## src/verilog/flash_psram_host_pkg.sv

```systemverilog
package flash_psram_host_pkg;

   // Host command codes
   typedef enum logic [3:0] {
      OP_FLASH_READ  = 4'h0,
      OP_FLASH_WRITE = 4'h1,
      OP_RAM_READ    = 4'h2,
      OP_RAM_WRITE   = 4'h3,
      OP_RAM_SLEEP   = 4'h4,
      OP_RAM_WAKE    = 4'h5,
      OP_FLASH_RESET = 4'h6,
      OP_SET_PROTECT = 4'h7
   } op_type;

   // Sequencer states, one-hot
   typedef enum logic [3:0] {
      ST_IDLE    = 4'h1,
      ST_SETUP   = 4'h2,
      ST_STROBE  = 4'h4,
      ST_RECOVER = 4'h8
   } state_type;

   // Bit positions of the protect-control word in cmd_wdata
   localparam int PROT_LIFT_BIT = 0;
   localparam int PROT_ACCEL_BIT = 1;
   localparam int PROT_ID_VOLT_BIT = 2;

   // Pin reset values
   localparam logic PROT_PIN_RESET = 1'b0;
   localparam logic RAM_AWAKE_RESET = 1'b1;

   // Timing in ns and derived cycle counts
   localparam int CLK_NS = 50;
   localparam int SYNC_STAGES = 2;
   localparam int FLASH_ACCESS_NS = 70;
   localparam int RAM_ACCESS_NS = 60;
   localparam int WRITE_PULSE_NS = 60;
   localparam int SETUP_NS = 50;
   localparam int RECOVER_NS = 50;
   localparam int RESET_PULSE_NS = 500;
   localparam int OUT_DISABLE_MAX_NS = 1000;
   localparam int FLASH_ACCESS_CYC = (FLASH_ACCESS_NS + CLK_NS - 1) / CLK_NS;
   localparam int RAM_ACCESS_CYC = (RAM_ACCESS_NS + CLK_NS - 1) / CLK_NS;
   localparam int WRITE_PULSE_CYC = (WRITE_PULSE_NS + CLK_NS - 1) / CLK_NS;
   localparam int SETUP_CYC = (SETUP_NS + CLK_NS - 1) / CLK_NS;
   localparam int RECOVER_CYC = (RECOVER_NS + CLK_NS - 1) / CLK_NS;
   localparam int RESET_PULSE_CYC = (RESET_PULSE_NS + CLK_NS - 1) / CLK_NS;
   localparam int OUT_DISABLE_MAX_CYC = OUT_DISABLE_MAX_NS / CLK_NS;
   // Reads hold output enable long enough for access plus the synchroniser
   localparam int FLASH_READ_CYC = FLASH_ACCESS_CYC + SYNC_STAGES + 1;
   localparam int RAM_READ_CYC = RAM_ACCESS_CYC + SYNC_STAGES + 1;

endpackage : flash_psram_host_pkg

```

## src/verilog/pin_sync.sv

```systemverilog
// Two-stage synchroniser; the first stage feeds only the second
module pin_sync #(
   parameter int WIDTH = 1,
   parameter logic [WIDTH-1:0] RESET_VAL = '0
) (
   input wire logic sys_clk, // System clock
   input wire logic rst_n, // Asynchronous reset, active low
   input wire logic [WIDTH-1:0] d, // Asynchronous input
   output logic [WIDTH-1:0] q // Synchronised output
);
   logic [WIDTH-1:0] meta_q;

   // Both stages reset to a constant
   always_ff @(posedge sys_clk or negedge rst_n) begin
      if (!rst_n) begin
         meta_q <= RESET_VAL;
         q <= RESET_VAL;
      end else begin
         meta_q <= d;
         q <= meta_q;
      end
   end
endmodule : pin_sync

```

## src/verilog/flash_psram_host.sv

```systemverilog
// Functional notes
// (RQ1) Host drives only the legal pin combinations of the bus.
// (RQ2) Flash and RAM are never selected at the same time.
// (RQ3) RAM output-disable state is never held longer than 1 us.
// (RQ4) Flash write has output enable high and write enable low.
// (RQ5) RAM reads drive at least one lane enable low.
// (RQ6) RAM reads return the full 16-bit word.
// (RQ7) Lane enables gate low and high bytes on RAM writes.
// (RQ8) Address is valid before any RAM read or write starts.
// (RQ9) Secondary RAM select low means power-down, entered from standby.
// (RQ10) Flash reset low with RAM deselected resets flash, floats data.
// (RQ11) Protect pin low blocks program/erase of outer boot sectors.
// (RQ12) Protect pin high lifts boot protection; elevated level accelerates.
// (RQ13) Elevated id voltage on reset pin temporarily unprotects sectors.
// (RQ14) Flash has four physical banks grouped into two virtual banks.
// (RQ15) Reads of the other bank are served at once during writes.
// (RQ16) Sixteen small and 126 large sectors; any set erasable.
// (RQ17) Erase preprograms then erases internally.
// (RQ18) Program writes and verifies internally.
// (RQ19) Open-drain ready/busy shows program or erase in progress.
// (RQ20) Program can be suspended and resumed.
// (RQ21) Erase can be suspended and resumed.
// (RQ22) Flash sleeps on its own while the address is stable.
// (RQ23) Sleep is entered after 150 ns of stable address.
// (RQ24) With neither die selected data floats, strobes ignored.
// (RQ25) Ready/busy pulls low while busy, released on completion or reset.
module flash_psram_host (
   input wire logic sys_clk, // 20 MHz system clock
   input wire logic rst_n, // Asynchronous reset, active low
   input wire logic cmd_valid, // Command request
   input wire logic [3:0] cmd_op, // Command code
   input wire logic [21:0] cmd_addr, // Word address
   input wire logic [15:0] cmd_wdata, // Write data or protect word
   input wire logic [1:0] cmd_lane_n, // RAM write lanes, bit0 low byte
   output logic cmd_ready, // Command accepted when high with valid
   output logic rsp_valid, // One-cycle completion pulse
   output logic [15:0] rsp_rdata, // Read data, held until next read
   output logic rsp_error, // Completion was refused
   output logic flash_busy, // Flash program or erase running
   output logic [19:0] common_address, // Shared address pins
   output logic [1:0] flash_upper_address, // Flash-only address pins
   output logic flash_select_n, // Flash select
   output logic ram_select_primary_n, // RAM primary select
   output logic ram_select_secondary, // RAM secondary select, low sleeps
   output logic output_enable_n, // Shared output enable
   output logic write_enable_n, // Shared write enable
   output logic low_lane_enable_n, // RAM low byte lane
   output logic high_lane_enable_n, // RAM high byte lane
   input wire logic [15:0] shared_data_bus_in, // Data pins, input
   output logic [15:0] shared_data_bus_out, // Data pins, output
   output logic shared_data_bus_oe, // Data pins driven when high
   output logic flash_reset_n, // Flash hardware reset
   output logic boot_protect_accel_pin, // Low protects boot sectors
   output logic accel_voltage_en, // Switches pin to acceleration level
   output logic elevated_id_voltage_en, // Switches reset pin to id level
   input wire logic flash_ready_busy_n // Open-drain ready/busy pin
);
   logic rst_sync_n;
   logic [15:0] data_sync;
   logic ready_sync_n;
   flash_psram_host_pkg::state_type state_q, state_d;
   logic [5:0] cnt_q, cnt_d;
   flash_psram_host_pkg::op_type op_q, op_d;
   logic [1:0] cmd_lane_q;
   logic accept, is_ram, is_rw, refuse, imm_op;
   logic strobe_d, active_d, read_d, write_d, flash_d, ram_d, reset_d;

   // Reset release through two flops
   pin_sync #(.WIDTH(1), .RESET_VAL(1'b0)) u_rst_sync (
      .sys_clk(sys_clk),
      .rst_n(rst_n),
      .d(1'b1),
      .q(rst_sync_n)
   );

   // Pins from the device pass two flops before use
   pin_sync #(.WIDTH(16), .RESET_VAL(16'h0000)) u_data_sync (
      .sys_clk(sys_clk),
      .rst_n(rst_sync_n),
      .d(shared_data_bus_in),
      .q(data_sync)
   );

   pin_sync #(.WIDTH(1), .RESET_VAL(1'b1)) u_ready_sync (
      .sys_clk(sys_clk),
      .rst_n(rst_sync_n),
      .d(flash_ready_busy_n),
      .q(ready_sync_n)
   );

   // Command decode
   assign accept = cmd_valid && cmd_ready;
   assign is_ram = (cmd_op == flash_psram_host_pkg::OP_RAM_READ) ||
                   (cmd_op == flash_psram_host_pkg::OP_RAM_WRITE);
   assign is_rw = is_ram ||
                  (cmd_op == flash_psram_host_pkg::OP_FLASH_READ) ||
                  (cmd_op == flash_psram_host_pkg::OP_FLASH_WRITE);
   // RAM read or write while asleep is refused with an error
   assign refuse = is_ram && !ram_select_secondary; // [RQ9]
   assign imm_op = !is_rw &&
                   (cmd_op != flash_psram_host_pkg::OP_FLASH_RESET);

   // Sequencer next state
   always_comb begin
      state_d = state_q;
      cnt_d = cnt_q;
      case (state_q)
         flash_psram_host_pkg::ST_IDLE: begin
            if (accept && is_rw && !refuse) begin
               // Address goes out with selects high first [RQ8]
               state_d = flash_psram_host_pkg::ST_SETUP;
               cnt_d = 6'(flash_psram_host_pkg::SETUP_CYC - 1);
            end else if (accept &&
                         cmd_op == flash_psram_host_pkg::OP_FLASH_RESET) begin
               state_d = flash_psram_host_pkg::ST_STROBE;
               cnt_d = 6'(flash_psram_host_pkg::RESET_PULSE_CYC - 1);
            end
         end
         flash_psram_host_pkg::ST_SETUP: begin
            if (cnt_q == 6'h00) begin
               state_d = flash_psram_host_pkg::ST_STROBE;
               case (op_q)
                  flash_psram_host_pkg::OP_FLASH_READ:
                     cnt_d = 6'(flash_psram_host_pkg::FLASH_READ_CYC - 1);
                  flash_psram_host_pkg::OP_RAM_READ:
                     cnt_d = 6'(flash_psram_host_pkg::RAM_READ_CYC - 1);
                  default:
                     cnt_d = 6'(flash_psram_host_pkg::WRITE_PULSE_CYC - 1);
               endcase
            end else begin
               cnt_d = cnt_q - 6'h01;
            end
         end
         flash_psram_host_pkg::ST_STROBE: begin
            if (cnt_q == 6'h00) begin
               state_d = flash_psram_host_pkg::ST_RECOVER;
               cnt_d = 6'(flash_psram_host_pkg::RECOVER_CYC - 1);
            end else begin
               cnt_d = cnt_q - 6'h01;
            end
         end
         flash_psram_host_pkg::ST_RECOVER: begin
            if (cnt_q == 6'h00) begin
               state_d = flash_psram_host_pkg::ST_IDLE;
            end else begin
               cnt_d = cnt_q - 6'h01;
            end
         end
         default: begin
            state_d = flash_psram_host_pkg::ST_IDLE;
            cnt_d = 6'h00;
         end
      endcase
   end

   // Sequencer state and counter
   always_ff @(posedge sys_clk or negedge rst_sync_n) begin
      if (!rst_sync_n) begin
         state_q <= flash_psram_host_pkg::ST_IDLE;
         cnt_q <= 6'h00;
      end else begin
         state_q <= state_d;
         cnt_q <= cnt_d;
      end
   end

   // Latched command; held for the whole access so pins stay stable
   always_ff @(posedge sys_clk or negedge rst_sync_n) begin
      if (!rst_sync_n) begin
         op_q <= flash_psram_host_pkg::OP_FLASH_READ;
         common_address <= 20'h00000;
         flash_upper_address <= 2'h0;
         shared_data_bus_out <= 16'h0000;
         cmd_lane_q <= 2'h3;
      end else if (accept && is_rw) begin
         op_q <= flash_psram_host_pkg::op_type'(cmd_op);
         common_address <= cmd_addr[19:0]; // [RQ8]
         flash_upper_address <= cmd_addr[21:20];
         shared_data_bus_out <= cmd_wdata;
         cmd_lane_q <= cmd_lane_n;
      end else if (accept) begin
         op_q <= flash_psram_host_pkg::op_type'(cmd_op);
      end
   end

   // Pin intent; a reset strobes in its accept cycle, so decode the new op
   assign op_d = accept ? flash_psram_host_pkg::op_type'(cmd_op) : op_q;
   assign strobe_d = (state_d == flash_psram_host_pkg::ST_STROBE);
   assign active_d = (state_d != flash_psram_host_pkg::ST_IDLE);
   assign read_d = (op_d == flash_psram_host_pkg::OP_FLASH_READ) ||
                   (op_d == flash_psram_host_pkg::OP_RAM_READ);
   assign write_d = (op_d == flash_psram_host_pkg::OP_FLASH_WRITE) ||
                    (op_d == flash_psram_host_pkg::OP_RAM_WRITE);
   assign flash_d = (op_d == flash_psram_host_pkg::OP_FLASH_READ) ||
                    (op_d == flash_psram_host_pkg::OP_FLASH_WRITE);
   assign ram_d = (op_d == flash_psram_host_pkg::OP_RAM_READ) ||
                  (op_d == flash_psram_host_pkg::OP_RAM_WRITE);
   assign reset_d = (op_d == flash_psram_host_pkg::OP_FLASH_RESET);

   // Selects fall with a strobe: no RAM output disable [RQ1] [RQ3]
   always_ff @(posedge sys_clk or negedge rst_sync_n) begin
      if (!rst_sync_n) begin
         flash_select_n <= 1'b1;
         ram_select_primary_n <= 1'b1;
         output_enable_n <= 1'b1;
         write_enable_n <= 1'b1;
         low_lane_enable_n <= 1'b1;
         high_lane_enable_n <= 1'b1;
         shared_data_bus_oe <= 1'b0;
         flash_reset_n <= 1'b1;
      end else begin
         // Only one die per access; RAM stays off during reset [RQ2] [RQ10]
         flash_select_n <= !(strobe_d && flash_d);
         ram_select_primary_n <= !(strobe_d && ram_d); // [RQ2]
         output_enable_n <= !(strobe_d && read_d);
         // Write: output enable stays high, write enable low [RQ4]
         write_enable_n <= !(strobe_d && write_d); // [RQ4]
         if (strobe_d && op_q == flash_psram_host_pkg::OP_RAM_READ) begin
            // Whole word read, both lanes on [RQ5] [RQ6]
            low_lane_enable_n <= 1'b0;
            high_lane_enable_n <= 1'b0;
         end else if (strobe_d &&
                      op_q == flash_psram_host_pkg::OP_RAM_WRITE) begin
            low_lane_enable_n <= cmd_lane_q[0]; // [RQ7]
            high_lane_enable_n <= cmd_lane_q[1]; // [RQ7]
         end else begin
            low_lane_enable_n <= 1'b1;
            high_lane_enable_n <= 1'b1;
         end
         // Data driven from setup through recovery for hold margin
         shared_data_bus_oe <= active_d && write_d; // [RQ24]
         flash_reset_n <= !(strobe_d && reset_d); // [RQ10]
      end
   end

   // RAM power-down, entered and left only while idle (standby) [RQ9]
   always_ff @(posedge sys_clk or negedge rst_sync_n) begin
      if (!rst_sync_n) begin
         ram_select_secondary <= flash_psram_host_pkg::RAM_AWAKE_RESET;
      end else if (accept &&
                   cmd_op == flash_psram_host_pkg::OP_RAM_SLEEP) begin
         ram_select_secondary <= 1'b0; // [RQ9]
      end else if (accept &&
                   cmd_op == flash_psram_host_pkg::OP_RAM_WAKE) begin
         ram_select_secondary <= 1'b1;
      end
   end

   // Protect and high-voltage switch controls [RQ11] [RQ12] [RQ13]
   always_ff @(posedge sys_clk or negedge rst_sync_n) begin
      if (!rst_sync_n) begin
         boot_protect_accel_pin <= flash_psram_host_pkg::PROT_PIN_RESET;
         accel_voltage_en <= 1'b0;
         elevated_id_voltage_en <= 1'b0;
      end else if (accept &&
                   cmd_op == flash_psram_host_pkg::OP_SET_PROTECT) begin
         boot_protect_accel_pin <=
            cmd_wdata[flash_psram_host_pkg::PROT_LIFT_BIT]; // [RQ11] [RQ12]
         accel_voltage_en <=
            cmd_wdata[flash_psram_host_pkg::PROT_ACCEL_BIT]; // [RQ12]
         elevated_id_voltage_en <=
            cmd_wdata[flash_psram_host_pkg::PROT_ID_VOLT_BIT]; // [RQ13]
      end
   end

   // Response: read data sampled on the last strobe cycle [RQ6]
   always_ff @(posedge sys_clk or negedge rst_sync_n) begin
      if (!rst_sync_n) begin
         rsp_valid <= 1'b0;
         rsp_error <= 1'b0;
         rsp_rdata <= 16'h0000;
      end else begin
         if (state_q == flash_psram_host_pkg::ST_STROBE &&
             cnt_q == 6'h00 && read_d) begin
            rsp_rdata <= data_sync; // [RQ6]
         end
         if (accept && (imm_op || (is_rw && refuse))) begin
            rsp_valid <= 1'b1;
            rsp_error <= is_rw && refuse;
         end else begin
            rsp_valid <= (state_q == flash_psram_host_pkg::ST_RECOVER) &&
                         (cnt_q == 6'h00);
            rsp_error <= 1'b0;
         end
      end
   end

   // Ready only in idle; flash reads are allowed while it is busy [RQ15]
   always_ff @(posedge sys_clk or negedge rst_sync_n) begin
      if (!rst_sync_n) begin
         cmd_ready <= 1'b0;
         flash_busy <= 1'b0;
      end else begin
         cmd_ready <= (state_d == flash_psram_host_pkg::ST_IDLE) &&
                      !(accept && imm_op);
         flash_busy <= !ready_sync_n; // [RQ19] [RQ25]
      end
   end

endmodule : flash_psram_host

```

## config.mk

```make
export PLATFORM = sky130hd
export DESIGN_NAME = flash_psram_host
export DESIGN_NICKNAME = d
export VERILOG_FILES = /design/src/verilog/flash_psram_host_pkg.sv /design/src/verilog/pin_sync.sv /design/src/verilog/flash_psram_host.sv
export SDC_FILE = /design/constraint.sdc
export NUM_CORES = 1
export LEC_CHECK = 0
export ABC_AREA = 1
export BUFFER_PORTS_ARGS = -buffer_cell sky130_fd_sc_hd__buf_2
export CORE_ASPECT_RATIO = 1.75
export CORE_MARGIN = 10
export CORE_UTILIZATION = 45
export DETAILED_ROUTE_END_ITERATION = 10
export PLACE_DENSITY = 0.71
export SYNTH_ARGS = -nofsm -noshare
export SYNTH_HDL_FRONTEND = slang
export SYNTH_SLANG_ARGS = --single-unit
```

## constraint.sdc

```tcl
create_clock -name sys_clk -period 8.25 [get_ports sys_clk]
set_input_delay 0.4125 -clock sys_clk [delete_from_list [all_inputs] [get_ports sys_clk]]
set_output_delay 0.4125 -clock sys_clk [all_outputs]
set_load 0.02 [all_outputs]
```

==> results.yml <==
clocking:
  postCtsHoldBufs: 1
  clk_pin_slew_ps: 60
  root_buffer: "clkbuf_16"
  htree_num_levels: 4
  clk_latency_ps: 410
  cts_tree: "done"
  clockBufferDepth: 2
  ctsResizeCount: 0
  postCtsSetupBuffers: 0
  numCtsBuffers: 17
  cts.sinks: 122
synth:
  yosysMostFrequentCell: "dfrtp_1"
  syn-num-nets: 443
  synth_area_um2: 4710
  synth_common_cells: "109 x dfrtp_1, 75 x nand2_1, 33 x inv_1, 31 x nand3_1, 29 x mux2_4"
  synth.area.top_cells: "dfrtp_1 58%, mux2_4 9.2%, dfstp_2 7.3%"
  yosysTopAreaCell: "dfrtp_1"
  netlist.area_leader.share_pct: 57.9
  ys_warn_count: 0
  ys_seq_area_share_pct: 65.2
  yosysUniqueCellTypes: 34
  synth-seq-cells: 122
  synth_edf_count: 0
  synth-async-reset-ratio_pct: 100
  netlist_instances: 378
  synth_area_per_cell_um2: 12.5
  synthFlopType: "dfrtp_1"
sta:
  worst_slew_pin_slew_ps: 744
  tns_ps: 0
  min_period_ps: 1750
  worst_slack_ps: 6500
  finalHoldViolations: 0
  slew_viol_final: 0
  slew_headroom_pct: 50.4
  period_share_pct: 21.2
  fin_skew_ps: 13.1
  max_freq_mhz: 573
  rsz0062_at_grt: "no"
  setup_violations: 0
global_route:
  antenna_found_initial: 0
  overflow: 0
  grt_use_total_pct: 15.0
  grt_pass1_vias: 3678
  grt_start_max_net_pins: 64
  grt_pass1_wl_um: 18200
worst_setup_path:
  path_class: "reg2reg"
  rrSetupSlack_ps: 6500
  crit_buf_inv: 1
  cp_top_family: "simple AND/OR/NAND/NOR gates"
  startpoint_type: "flip-flop"
  crit_top_cell: "nand2_1"
  critPathArrivalTime_ps: 2050
  cp-end-kind: "flip-flop"
  required_ps: 8550
  cpMaxStageDelayCell: "dfrtp_1"
  cp_max_fo: 18
  slowest_delay_ps: 370
  worstPathCellList: "inv_1 > ha_1 > nand3_4 > nor2_8 > nand2_4 > nand2_1 > nand2_1"
detailed_routing:
  vias: 3200
  wl_per_cell_um: 16.5
  ant_nets: 0
  avgViaCountPerCell: 4.81
  wl_um: 11000
  drt_pre_antenna_iters: 6
  drt_iter0_markers: 176
  drc: 0
floorplanning:
  fp.coreArea_um2: 10200
  die_w_um: 97.3
  io_pins: 134
  rows: 49
  initial_utilization_pct: 46.0
  die-height_um: 155
  dieArea_um2: 15100
min_path:
  hold_class: "in2reg"
power:
  total_leakage_power_uw: 0.00328
  ir_worst_vdd_mv: 0.261
  p_per_area_nw_per_um2: 387
placement:
  port_buffers: 133
  pre_cts_ws_ps: 6390
  post-dp-hpwl_um: 8070
  place.gp.congestion: 0.871
final_layout:
  nets: 590
  drive_above_1_share_pct: 44.8
  fillers: 848
  area_growth_syn_to_layout_pct: 29.5
  n_antenna_cell: 0
job:
  maxCapViolCount: 0
status:
  status: "finished clean"
## worst paths after layout
check,startpoint,to,cells after the start
worst max-delay path,cnt_q[0],rsp_rdata[12],7
worst min-delay path,flash_ready_busy_n,u_ready_sync.meta_q,1
worst max register to register,cnt_q[0],rsp_rdata[12],7
worst min register to register,u_data_sync.meta_q[12],u_data_sync.q[12],0
max in group asynchronous,u_rst_sync.q,u_data_sync.meta_q[8],1
min in group asynchronous,rst_n,u_rst_sync.meta_q,2
## power by group
group | internal (uW) | leakage [uW] | switching, uW | total (uW)
Combinational | 289 | 0.00151 | 458 | 747
Sequential | 766 | 0.00148 | 93.9 | 860
Clock | 483 | 0.000292 | 269 | 752
## placed cells by master (no fill, tap or decap), types with 6 or more instances in the layout
cell type,count
a21oi_1,7
buf_2,133
clkbuf_16,17
dfrtp_1,108
dfstp_2,13
inv_1,33
mux2_2,6
mux2_4,29
nand2_1,75
nand2_2,6
nand3_1,31
nor2_1,19
o21ai_0,8
## final cells by class
class	instances	area (um2)	share of cell area (%)
inverters	36	140	2.30
repair buffers	135	683	11.2
clock buffers	18	439	7.20
flip-flops and latches	122	3070	50.4
multi-input cells	213	1440	23.5
clock inverters	14	171	2.81
well taps	127	159	2.60
## stage by stage
step                cell area (um2)  std cells  hold WS [ps]  utilization, %  total power (uW)
floorplan                      4710        378           117               -              1380
global placement               5480        632           198            53.5              1600
detailed placement             5480        632           201            53.5              1620
CTS                            6100        665          87.6            59.6              2390
global route                   6100        665          84.7            59.6              2490
finish                         6100        665           102            59.6              2360
## registers in the layout, indices dropped and copies added, names as in the netlist, 2 cells and up
name,cells
u_data_sync.q,16
shared_data_bus_out,16
common_address,20
rsp_rdata,16
state_q,4
cmd_lane_q,2
flash_upper_address,2
op_q,4
cnt_q,6
u_data_sync.meta_q,16
## metal layers
metal / track usage [%] / vias up / share of wire (%)
met3: 5.68 / 16 / 5.8
met1: 13.7 / 1577 / 34
li1: - / 1509 / -
met4: 6.75 / 0 / 2.2
met5: 0 / - / 0
met2: 28.5 / 98 / 58
## cell families (layout without fill, tap and decap cells)
family	Yosys count	in the layout	share of synthesized area, %
adder cells (fa/ha/maj)	1	1	0.266
AND/OR/NAND/NOR	150	150	15.9
flip-flops	122	122	65.2
other	1	1	0.0796
XOR/XNOR	4	4	0.744
buffers and inverters	43	203	4.36
multiplexers	35	35	10.7
AO/OA/AOI/OAI	22	22	2.87
Power figures use the tool's default switching activity.
